### config.mk
export PLATFORM = sky130hd
export DESIGN_NAME = acquisition_command_decoder
export DESIGN_NICKNAME = d
export VERILOG_FILES = /design/src/acq_cmd_pkg.sv /design/src/acquisition_command_decoder.sv
export VERILOG_INCLUDE_DIRS = /design/src
export SDC_FILE = /design/constraint.sdc
export NUM_CORES = 1
export LEC_CHECK = 0
export ABC_CLOCK_PERIOD_IN_PS = 2400
export BUFFER_PORTS_ARGS = -buffer_cell sky130_fd_sc_hd__buf_2
export CAP_MARGIN = 5
export CORE_MARGIN = 2
export CORE_UTILIZATION = 39
export CTS_CLUSTER_DIAMETER = 40
export CTS_CLUSTER_SIZE = 12
export DETAILED_ROUTE_END_ITERATION = 10
export PLACE_DENSITY_LB_ADDON = 0.2
export SLEW_MARGIN = 15
export SYNTH_ARGS = -nofsm -noshare
export SYNTH_HDL_FRONTEND = slang
export SYNTH_SLANG_ARGS = --single-unit
### constraint.sdc
create_clock -name clk -period 2.4 [get_ports clk]
set_input_delay 0.48 -clock clk [delete_from_list [all_inputs] [get_ports clk]]
set_output_delay 0.48 -clock clk [all_outputs]
set_load 0.02 [all_outputs]
### src/acq_cmd_map.svh
`ifndef ACQ_CMD_MAP_SVH
`define ACQ_CMD_MAP_SVH

// ************************************************************
// command identifiers
// ************************************************************
`define CMD_MODE_WR 16'h0003
`define CMD_MODE_RD 16'h0004
`define CMD_STG_WR 16'h0005
`define CMD_STG_RD 16'h0006
`define CMD_ACQ_ACT 16'h0007
`define CMD_ACQ_STAT 16'h0008
`define CMD_TRIG_MASK 16'h0009
`define CMD_TDC_WR 16'h0101
`define CMD_TDC_RD 16'h0102
`define CMD_ADC_RST 16'h0103
`define CMD_ADC_WR 16'h0104
`define CMD_DAC_WR 16'h0106
`define CMD_FWTH_WR 16'h0108
`define CMD_FWTH_RD 16'h0109

// ************************************************************
// target word fields
// ************************************************************
`define TGT_BCAST_BIT 15
`define TGT_IDX_MSB 3

// ************************************************************
// payload values
// ************************************************************
`define MODE_OSC_VAL 32'h00000001
`define MODE_SNG_VAL 32'h00000002
`define ACT_RESET_VAL 32'h00000000
`define ACT_STOP_VAL 32'h00000001
`define ACT_RUN_VAL 32'h00000002
`define TDC_RST_BIT 7
`define TDC_CAL_BIT 1
`define TDC_RUN_BIT 2

// ************************************************************
// oscilloscope and singles settings field positions
// ************************************************************
// window in the top byte, down to format in the bottom byte
`define OSC_WIN_LSB 24
`define OSC_BTG_LSB 16
`define OSC_SMP_LSB 8
`define OSC_FMT_LSB 0
`define SNG_INT_MSB 7

// ************************************************************
// reset values and answer codes
// ************************************************************
`define STAT_STOPPED 32'h00000001
`define STAT_RUNNING 32'h00000002
`define UNKNOWN_PLD 32'hFFFFFFFF
`define MASK_RST 32'h00000000

`endif

### src/acq_cmd_pkg.sv
package acq_cmd_pkg;
    // acquisition mode held by the board
    typedef enum logic [1:0] {
        mode_idle,
        mode_osc,
        mode_sng
    } acq_mode_t;
    // run state of the datapath
    typedef enum logic [1:0] {
        act_reset,
        act_stop,
        act_run
    } acq_act_t;
endpackage

### src/acquisition_command_decoder.sv
`timescale 1ns/100ps
`include "acq_cmd_map.svh"
// What this block does
// - target top bit broadcasts, low bits pick board
// - mode write payload one selects oscilloscope
// - mode write payload two selects singles
// - mode read answers on any board
// - settings write stores 32-bit payload
// - settings read returns stored settings
// - oscilloscope settings split into four fields
// - singles settings give integration sample count
// - action zero clears datapath buffers and registers
// - acquisition reset keeps ADC and DAC config
// - action two starts or resumes acquisition
// - action one pauses, FIFOs kept
// - status read shows whether acquisition stopped
// - trigger mask write sets channel enables
// - converter control bits reset, calibrate, run
// - converter control read returns its register
// - ADC write forwards payload to ADC chips
// - ADC reset command resets external ADCs
// - DAC write forwards threshold payload
// - firmware threshold write stores, read returns
module acquisition_command_decoder
    import acq_cmd_pkg::*;
(
    // clock and reset
    input wire logic clk,
    input wire logic rst_b,
    // board identity
    input wire logic [3:0] board_index,
    // command in
    input wire logic cmd_valid,
    input wire logic [15:0] cmd_id,
    input wire logic [15:0] cmd_target,
    input wire logic [31:0] cmd_payload,
    // response out
    output logic rsp_valid_reg,
    output logic [15:0] rsp_id_reg,
    output logic [15:0] rsp_src_reg,
    output logic [15:0] rsp_dst_reg,
    output logic [31:0] rsp_payload_reg,
    output logic rsp_unknown_reg,
    // acquisition control
    output logic [1:0] mode_reg,
    output logic [31:0] settings_reg,
    output logic [7:0] osc_window_reg,
    output logic [7:0] osc_pretrig_reg,
    output logic [7:0] osc_samples_reg,
    output logic [7:0] osc_format_reg,
    output logic [7:0] sng_int_samples_reg,
    output logic acq_run_reg,
    output logic dp_clear_reg,
    // trigger and converter control
    output logic [31:0] trig_mask_reg,
    output logic [31:0] tdc_ctrl_reg,
    output logic tdc_reset_reg,
    output logic tdc_cal_reg,
    output logic tdc_running_reg,
    // external parts and threshold
    output logic adc_wr_reg,
    output logic [31:0] adc_data_reg,
    output logic adc_reset_reg,
    output logic dac_wr_reg,
    output logic [31:0] dac_data_reg,
    output logic [31:0] fw_thresh_reg,
    // datapath status
    input wire logic acq_idle
);

    // ********************************************************
    // addressing
    // ********************************************************
    logic hit; // command is for this board
    logic known; // identifier recognised
    logic wr_hit; // recognised command acting here

    // broadcast flag or matching board index
    always_comb begin
        hit = cmd_target[`TGT_BCAST_BIT] ||
              (cmd_target[`TGT_IDX_MSB:0] == board_index);
    end

    // recognised identifiers
    always_comb begin
        case (cmd_id)
            `CMD_MODE_WR, `CMD_MODE_RD, `CMD_STG_WR, `CMD_STG_RD,
            `CMD_ACQ_ACT, `CMD_ACQ_STAT, `CMD_TRIG_MASK, `CMD_TDC_WR,
            `CMD_TDC_RD, `CMD_ADC_RST, `CMD_ADC_WR, `CMD_DAC_WR,
            `CMD_FWTH_WR, `CMD_FWTH_RD: known = 1'b1;
            default: known = 1'b0;
        endcase
        wr_hit = cmd_valid && hit && known;
    end

    // ********************************************************
    // configuration state
    // ********************************************************
    acq_mode_t mode_next;
    acq_act_t act_reg;
    acq_act_t act_next;
    logic [31:0] settings_next;
    logic [31:0] trig_mask_next;
    logic [31:0] tdc_ctrl_next;
    logic [31:0] fw_thresh_next;

    // next configuration from decoded writes
    always_comb begin
        mode_next = acq_mode_t'(mode_reg);
        act_next = act_reg;
        settings_next = settings_reg;
        trig_mask_next = trig_mask_reg;
        tdc_ctrl_next = tdc_ctrl_reg;
        fw_thresh_next = fw_thresh_reg;
        if (wr_hit) begin
            case (cmd_id)
                `CMD_MODE_WR: begin
                    if (cmd_payload == `MODE_OSC_VAL) begin
                        mode_next = mode_osc;
                    end else if (cmd_payload == `MODE_SNG_VAL) begin
                        mode_next = mode_sng;
                    end
                end
                `CMD_STG_WR: settings_next = cmd_payload;
                `CMD_ACQ_ACT: begin
                    if (cmd_payload == `ACT_RESET_VAL) begin
                        act_next = act_reset;
                    end else if (cmd_payload == `ACT_STOP_VAL) begin
                        act_next = act_stop;
                    end else if (cmd_payload == `ACT_RUN_VAL) begin
                        act_next = act_run;
                    end
                end
                `CMD_TRIG_MASK: trig_mask_next = cmd_payload;
                `CMD_TDC_WR: tdc_ctrl_next = cmd_payload;
                `CMD_FWTH_WR: fw_thresh_next = cmd_payload;
                default: begin
                    // reads leave configuration alone
                end
            endcase
        end
    end

    // configuration registers
    always_ff @(posedge clk or negedge rst_b) begin
        if (!rst_b) begin
            // back to power-up configuration
            mode_reg <= 2'h0;
            act_reg <= act_reset;
            settings_reg <= 32'h00000000;
            trig_mask_reg <= `MASK_RST;
            tdc_ctrl_reg <= 32'h00000000;
            fw_thresh_reg <= 32'h00000000;
        end else begin
            // take the decoded configuration
            mode_reg <= mode_next;
            act_reg <= act_next;
            settings_reg <= settings_next;
            trig_mask_reg <= trig_mask_next;
            tdc_ctrl_reg <= tdc_ctrl_next;
            fw_thresh_reg <= fw_thresh_next;
        end
    end

    // ********************************************************
    // decoded control outputs
    // ********************************************************
    logic [7:0] osc_w_next; // trigger window field
    logic [7:0] osc_b_next; // samples before trigger field
    logic [7:0] osc_s_next; // total sample count field
    logic [7:0] osc_f_next; // output format field
    logic [7:0] sng_next; // singles integration count
    logic run_next; // acquisition running
    logic clr_next; // datapath clear pulse
    logic trst_next; // converter reset level
    logic tcal_next; // converter calibrate level
    logic trun_next; // converter run level
    logic adc_wr_next; // ADC write strobe
    logic adc_rst_next; // ADC reset strobe
    logic dac_wr_next; // DAC write strobe
    logic [31:0] adc_data_next; // word for the ADC chips
    logic [31:0] dac_data_next; // word for the threshold DAC

    // field split, strobes and external forwarding
    always_comb begin
        // window high byte down to format low byte
        osc_w_next = settings_next[`OSC_WIN_LSB +: 8];
        osc_b_next = settings_next[`OSC_BTG_LSB +: 8];
        osc_s_next = settings_next[`OSC_SMP_LSB +: 8];
        osc_f_next = settings_next[`OSC_FMT_LSB +: 8];
        sng_next = settings_next[`SNG_INT_MSB:0];
        run_next = (act_next == act_run);
        // one-cycle clear; ADC/DAC config lives outside it
        clr_next = wr_hit && (cmd_id == `CMD_ACQ_ACT) &&
                   (cmd_payload == `ACT_RESET_VAL);
        trst_next = tdc_ctrl_next[`TDC_RST_BIT];
        tcal_next = tdc_ctrl_next[`TDC_CAL_BIT];
        trun_next = tdc_ctrl_next[`TDC_RUN_BIT];
        adc_wr_next = wr_hit && (cmd_id == `CMD_ADC_WR);
        adc_rst_next = wr_hit && (cmd_id == `CMD_ADC_RST);
        dac_wr_next = wr_hit && (cmd_id == `CMD_DAC_WR);
        adc_data_next = adc_wr_next ? cmd_payload : adc_data_reg;
        dac_data_next = dac_wr_next ? cmd_payload : dac_data_reg;
    end

    // control output registers; acquisition reset only pulses dp_clear_reg and drops acq_run_reg
    always_ff @(posedge clk or negedge rst_b) begin
        if (!rst_b) begin
            // all strobes low, fields zero
            osc_window_reg <= 8'h00;
            osc_pretrig_reg <= 8'h00;
            osc_samples_reg <= 8'h00;
            osc_format_reg <= 8'h00;
            sng_int_samples_reg <= 8'h00;
            acq_run_reg <= 1'b0;
            dp_clear_reg <= 1'b0;
            tdc_reset_reg <= 1'b0;
            tdc_cal_reg <= 1'b0;
            tdc_running_reg <= 1'b0;
            adc_wr_reg <= 1'b0;
            adc_reset_reg <= 1'b0;
            dac_wr_reg <= 1'b0;
            adc_data_reg <= 32'h00000000;
            dac_data_reg <= 32'h00000000;
        end else begin
            // register every decoded output
            osc_window_reg <= osc_w_next;
            osc_pretrig_reg <= osc_b_next;
            osc_samples_reg <= osc_s_next;
            osc_format_reg <= osc_f_next;
            sng_int_samples_reg <= sng_next;
            acq_run_reg <= run_next;
            dp_clear_reg <= clr_next;
            tdc_reset_reg <= trst_next;
            tdc_cal_reg <= tcal_next;
            tdc_running_reg <= trun_next;
            adc_wr_reg <= adc_wr_next;
            adc_reset_reg <= adc_rst_next;
            dac_wr_reg <= dac_wr_next;
            adc_data_reg <= adc_data_next;
            dac_data_reg <= dac_data_next;
        end
    end

    // ********************************************************
    // response
    // ********************************************************
    logic [31:0] rd_val; // value placed in the answer
    logic rsp_v_next; // answer present
    logic rsp_u_next; // identifier not recognised
    logic [15:0] rsp_i_next; // echoed identifier
    logic [15:0] rsp_s_next; // source board word
    logic [15:0] rsp_d_next; // echoed destination

    // read mux and answer build
    always_comb begin
        case (cmd_id)
            `CMD_MODE_RD: rd_val = {30'h0, mode_reg};
            `CMD_STG_RD: rd_val = settings_reg;
            `CMD_ACQ_STAT: begin
                // stopped only when not running and datapath idle
                rd_val = (!acq_run_reg && acq_idle) ?
                         `STAT_STOPPED : `STAT_RUNNING;
            end
            `CMD_TDC_RD: rd_val = tdc_ctrl_reg;
            `CMD_FWTH_RD: rd_val = fw_thresh_reg;
            default: rd_val = known ? cmd_payload : `UNKNOWN_PLD;
        endcase
        // mode read answered even when not addressed
        rsp_v_next = cmd_valid &&
                     (hit || (cmd_id == `CMD_MODE_RD));
        rsp_u_next = rsp_v_next && !known;
        rsp_i_next = cmd_id;
        rsp_s_next = {12'h000, board_index};
        rsp_d_next = cmd_target;
    end

    // answer registers; payload and header held until next answer
    always_ff @(posedge clk or negedge rst_b) begin
        if (!rst_b) begin
            // no answer pending
            rsp_valid_reg <= 1'b0;
            rsp_unknown_reg <= 1'b0;
            rsp_id_reg <= 16'h0000;
            rsp_src_reg <= 16'h0000;
            rsp_dst_reg <= 16'h0000;
            rsp_payload_reg <= 32'h00000000;
        end else begin
            // strobe every cycle, fields only with an answer
            rsp_valid_reg <= rsp_v_next;
            rsp_unknown_reg <= rsp_u_next;
            if (rsp_v_next) begin
                rsp_id_reg <= rsp_i_next;
                rsp_src_reg <= rsp_s_next;
                rsp_dst_reg <= rsp_d_next;
                rsp_payload_reg <= rd_val;
            end
        end
    end

endmodule

After elaboration in Yosys (flattened, before gate mapping). Index checks and enable logic that the tools add are counted.

Input bits: 72. Flip-flop bits (word level): 306. Output and inout port bits: 324.

Reduce and logical (&&, ||, !) cells: 21. Equal/unequal tests: 18. Mux-type cells: 15.

Operator list (count): 32-bit one-hot mux with 5 select lines (1); 16-bit by 9-bit equality test with 1-bit output, second input constant (7); 32-bit 2-to-1 mux (3); 16-bit by 3-bit equality test with 1-bit output, second input constant (4); 16-bit by 4-bit equality test with 1-bit output, second input constant (2); 32-bit by 1-bit equality test with 1-bit output, second input constant (1); 32-bit by 2-bit equality test with 1-bit output, second input constant (1); 32-bit logical NOT (1); 16-bit by 2-bit equality test with 1-bit output, second input constant (1); 2-bit 2-to-1 mux (8); 8-bit 2-to-1 mux (2); 14-bit OR reduction (1); 1-bit logical AND (10); 2-bit AND reduction (3); 4-bit equality test (1); 3-bit AND reduction (1); 2-bit equality test, second input constant (1); 1-bit logical NOT (2); 1-bit logical OR (2); 2-bit nonzero test (1); 1-bit 2-to-1 mux (1).

Logic depth before layout (Yosys ltp).
Depth after elaboration: 7. Depth in mapped cells: 8.

Least setup slack after synthesis. Ideal clock, no wire load.

Kind: in2reg. Start: input port cmd_id[5]. End: register rsp_payload_reg[25]. Path buffers: 2. Library setup time: 0.135 ns. Stages on the path: 7. Arrival time: 2.560 ns. Setup slack: -0.295 ns. Path through: or4_4 -> buf_6 -> or3_2 -> a221o_2 -> clkbuf_8 -> a211oi_1 -> o31ai_1.

Longest elaborated chain between the ends: 5. Elaborated cells on any way between the ends: 20.

RTL lines: start: declaration (RTL line acquisition_command_decoder.sv:34) `input wire logic [15:0] cmd_id,`; 16-bit by 3-bit equality test with 1-bit output, or another cell as far along (RTL line acquisition_command_decoder.sv:86) `case (cmd_id)`; 14-bit OR reduction (RTL line acquisition_command_decoder.sv:86); 1-bit 2-to-1 mux (RTL line acquisition_command_decoder.sv:86); 32-bit 2-to-1 mux (no source line); 32-bit one-hot mux with 5 select lines (RTL line acquisition_command_decoder.sv:257) `case (cmd_id)`; end signal: assignment (RTL line acquisition_command_decoder.sv:296) `rsp_payload_reg <= rd_val;`; end: declaration (RTL line acquisition_command_decoder.sv:42) `output logic [31:0] rsp_payload_reg,`.

Several ways; a longest one is shown, not always the timed one. A chain may end at the register's enable or synchronous reset.

Final worst setup path.
Start: input port cmd_id[13]. End: register trig_mask_reg[14].

Longest elaborated chain between the ends: 5. Elaborated cells on any way between the ends: 18.

RTL lines: 16-bit by 3-bit equality test with 1-bit output, or another cell as far along (RTL line acquisition_command_decoder.sv:86); 14-bit OR reduction (RTL line acquisition_command_decoder.sv:86); 1-bit 2-to-1 mux (RTL line acquisition_command_decoder.sv:86); 1-bit logical AND (RTL line acquisition_command_decoder.sv:93) `wr_hit = cmd_valid && hit && known;`; 2-bit AND reduction (no source line) *; end signal: assignment (RTL line acquisition_command_decoder.sv:151) `` trig_mask_reg <= `MASK_RST; ``; end signal: assignment (RTL line acquisition_command_decoder.sv:159) `trig_mask_reg <= trig_mask_next;`; end: declaration (RTL line acquisition_command_decoder.sv:55) `output logic [31:0] trig_mask_reg,`.

Every way passes the cells marked *; elsewhere a longest branch is shown, timed or not.

==> flow_metrics.env <==
export IMPL_status="finished, final reports clean"
export IMPL_dpl_hpwl_mm=26.2
export IMPL_port_buffer_count=383
export IMPL_wl_mm=36.8
export IMPL_reg2reg_depth=6
export IMPL_grt_most_used_layer="met2"
export IMPL_max_cap_viol_count=0
export IMPL_die_h_microns=180
export IMPL_crit_path_end_kind="register"
export IMPL_fin_worst_skew_ps=9.79
export IMPL_max_freq_ghz=0.426
export IMPL_cp_arrival_ps=2750
export IMPL_route_vias_total=9142
export IMPL_ir_drop_mv=0.566
export IMPL_crit_start="cmd_id[13]"
export IMPL_utilization_pct=54.8
export IMPL_r2r_slack_ps=840
export IMPL_rows=64
export IMPL_slew_headroom_pct=57.2
export IMPL_grt_total_usage_pct=22.5
export IMPL_grt_pass1_wl_mm=57.5
export IMPL_h_tree_depth=2
export IMPL_synth_cells=886
export IMPL_seq_area_frac_synth_pct=56.0
export IMPL_grt_overflow_total=0
export IMPL_cts_sinks=271
export IMPL_firstDrtPassIters=5
export IMPL_syn_cell_area_sq_mm=0.0121
export IMPL_synth_edf_count=0
export IMPL_cp_max_fo=18
export IMPL_grt_pass1_vias=9335
export IMPL_yosysMostFrequentCell="dfrtp_1"
export IMPL_layout_setup_ws_ps=53.1
export IMPL_via_per_inst=5.22
export IMPL_coreArea_sq_mm=0.0306
export IMPL_cts_root_buf="clkbuf_16"
export IMPL_cts_root_to_sink_buffers=3
export IMPL_synth_async_reset_ratio_pct=100
export IMPL_instances_no_fill=1753
export IMPL_rsz0062_at_grt="false"
export IMPL_diodes=0
export IMPL_path_class="primary input to register"
export IMPL_die_area_sq_mm=0.0325
export IMPL_wl_per_cell_microns=21.0
export IMPL_p_per_area_mw_per_mm2=738
export IMPL_gr_usage_met1_pct=29.8
export IMPL_yosys_area_top_type="dfrtp_1"
export IMPL_die_x_microns=180
export IMPL_place_ws_ps=-496
export IMPL_synth_top_area_share_pct=56.0
export IMPL_clock_latency_ps=530
export IMPL_synthTopCellsByCount="dfrtp_1, mux2_2, buf_4"
export IMPL_drive_gt1_share_pct=63.7
export IMPL_synth_area_per_cell_sq_um=13.7
export IMPL_use_met2_pct=36.7
export IMPL_slew_viol_final=0
export IMPL_hold_viol=0
export IMPL_post_route_drc_count=0
export IMPL_synth_warning_count=0
export IMPL_cts_made_buffers=44
export IMPL_grt_max_degree=73
export IMPL_fin_crit_sh_pct=97.8
export IMPL_place_inst=1675
export IMPL_critPathRequiredTime_ps=2800
export IMPL_antenna_found_initial=1
export IMPL_finalWeightedCongestion=0.854
export IMPL_hp_class="primary input to register"
export IMPL_ant_nets=0
export IMPL_synth_cell_types=58
export IMPL_cts_tree="done"
export IMPL_start_util_pct=39.6
export IMPL_period_minus_slack_ps=2350
export IMPL_hold_ws_ps=192
export IMPL_ys_top_cells_by_area="dfrtp_1, mux2_2, buf_4, a211oi_1, o31ai_1"
export IMPL_drt_initial_drc_count=481
export IMPL_cts_setup_buffers=0
export IMPL_crit_end="trig_mask_reg[14]$_DFFE_PN0P_"
export IMPL_regToRegStartpoint="acq_run_reg$_DFF_PN0_"
export IMPL_met3_usage_pct=5.68
export IMPL_nNetsFinal=1398
export IMPL_r2r_end="rsp_payload_reg[1]$_DFFE_PN0N_"
export IMPL_pin_count=396
export IMPL_setup_viol=0
export IMPL_cellLeakagePower_nw=8.92
export IMPL_worst_pin_slew_ps=642
export IMPL_synth_seq_cells=271
export IMPL_total_power_mw=12.4
export IMPL_clkTransAtPathRegs_ps=50
export IMPL_areaGrowthSynthToFinish_pct=38.5
export IMPL_synth_ff_type="dfrtp_1"
export IMPL_startpoint_type="primary input"
stage by stage:
step	area [sq um]	setup TNS, ps
after floorplan	12400	-32030
after detailed placement	15200	-94460
after global routing	16800	0
after global placement	15200	-91050
after CTS	16800	0
final	16800	0
final cells by class:
type	instances	area [sq um]
tap	396	495
clock buffer	49	1170
sequential	271	6780
timing repair buffer	500	3110
inverter	7	26.3
clock inverter	28	338
multi-input combinational	502	4850
fill	2657	13800
power by group:
group / total (mW) / switching [mW] / internal, mW
registers: 4.84 / 0.0877 / 4.75
logic: 1.11 / 0.706 / 0.400
clock network: 6.43 / 2.26 / 4.17
timing repair:
| item | CTS | global route |
|---|---|---|
| setup endpoints to repair | 0 | 3 |
| resized for setup | 0 | 3 |
| hold endpoints to repair | 62 | 0 |
| hold buffers | 1 | 0 |
how the worst min path moves through the flow:
stage                                    startpoint                         endpoint  cells after the start
floorplan                                     rst_b            acq_run_reg$_DFF_PN0_                      0
global placement    rsp_payload_reg[24]$_DFFE_PN0N_  rsp_payload_reg[24]$_DFFE_PN0N_                      2
detailed placement  rsp_payload_reg[24]$_DFFE_PN0N_  rsp_payload_reg[24]$_DFFE_PN0N_                      2
CTS                                   cmd_target[4]       rsp_dst_reg[4]$_DFFE_PN0N_                      2
global route                          cmd_target[7]       rsp_dst_reg[7]$_DFFE_PN0N_                      2
finish                                cmd_target[7]       rsp_dst_reg[7]$_DFFE_PN0N_                      2
critical path, cell delays in order:
cell,delay [ps]
buf_2,110
or4_4,590
buf_4,170
nor4_1,470
and3_2,360
buf_12,190
mux2_2,350
kinds of logic after synthesis:
family | count (synthesis) | synth area share [%]
xor gates and xnor gates | 6 | 0.434
DFF | 271 | 56.0
and+or+nand+nor | 121 | 6.29
AOI/OAI and AO/OA | 135 | 9.18
buffers and inverters | 124 | 6.83
muxes | 228 | 21.3
other | 1 | 0.0310
layout by cell type, fill, tap and decap left out, types with 5 or more instances in the layout:
master / count
buf_12: 24
a21oi_1: 5
nor2b_1: 16
buf_2: 382
clkbuf_16: 45
buf_4: 92
nor4_1: 9
inv_6: 6
mux2_2: 205
a211oi_2: 29
o31ai_1: 32
or4_4: 5
nand2_1: 39
a22o_1: 21
mux2_4: 22
a211oi_1: 21
xnor2_1: 5
clkinv_2: 8
inv_1: 7
conb_1: 12
a222oi_1: 12
nor2_1: 7
bufinv_16: 6
nor4_4: 5
dfrtp_1: 271
layer usage:
metal / vias to the layer above / wire length, microns
met4: 2 / 979
met3: 68 / 2540
met5: - / 11
met2: 322 / 17500
met1: 4634 / 15700
li1: 4116 / -
No activity file was read; power rests on OpenSTA's default activity.
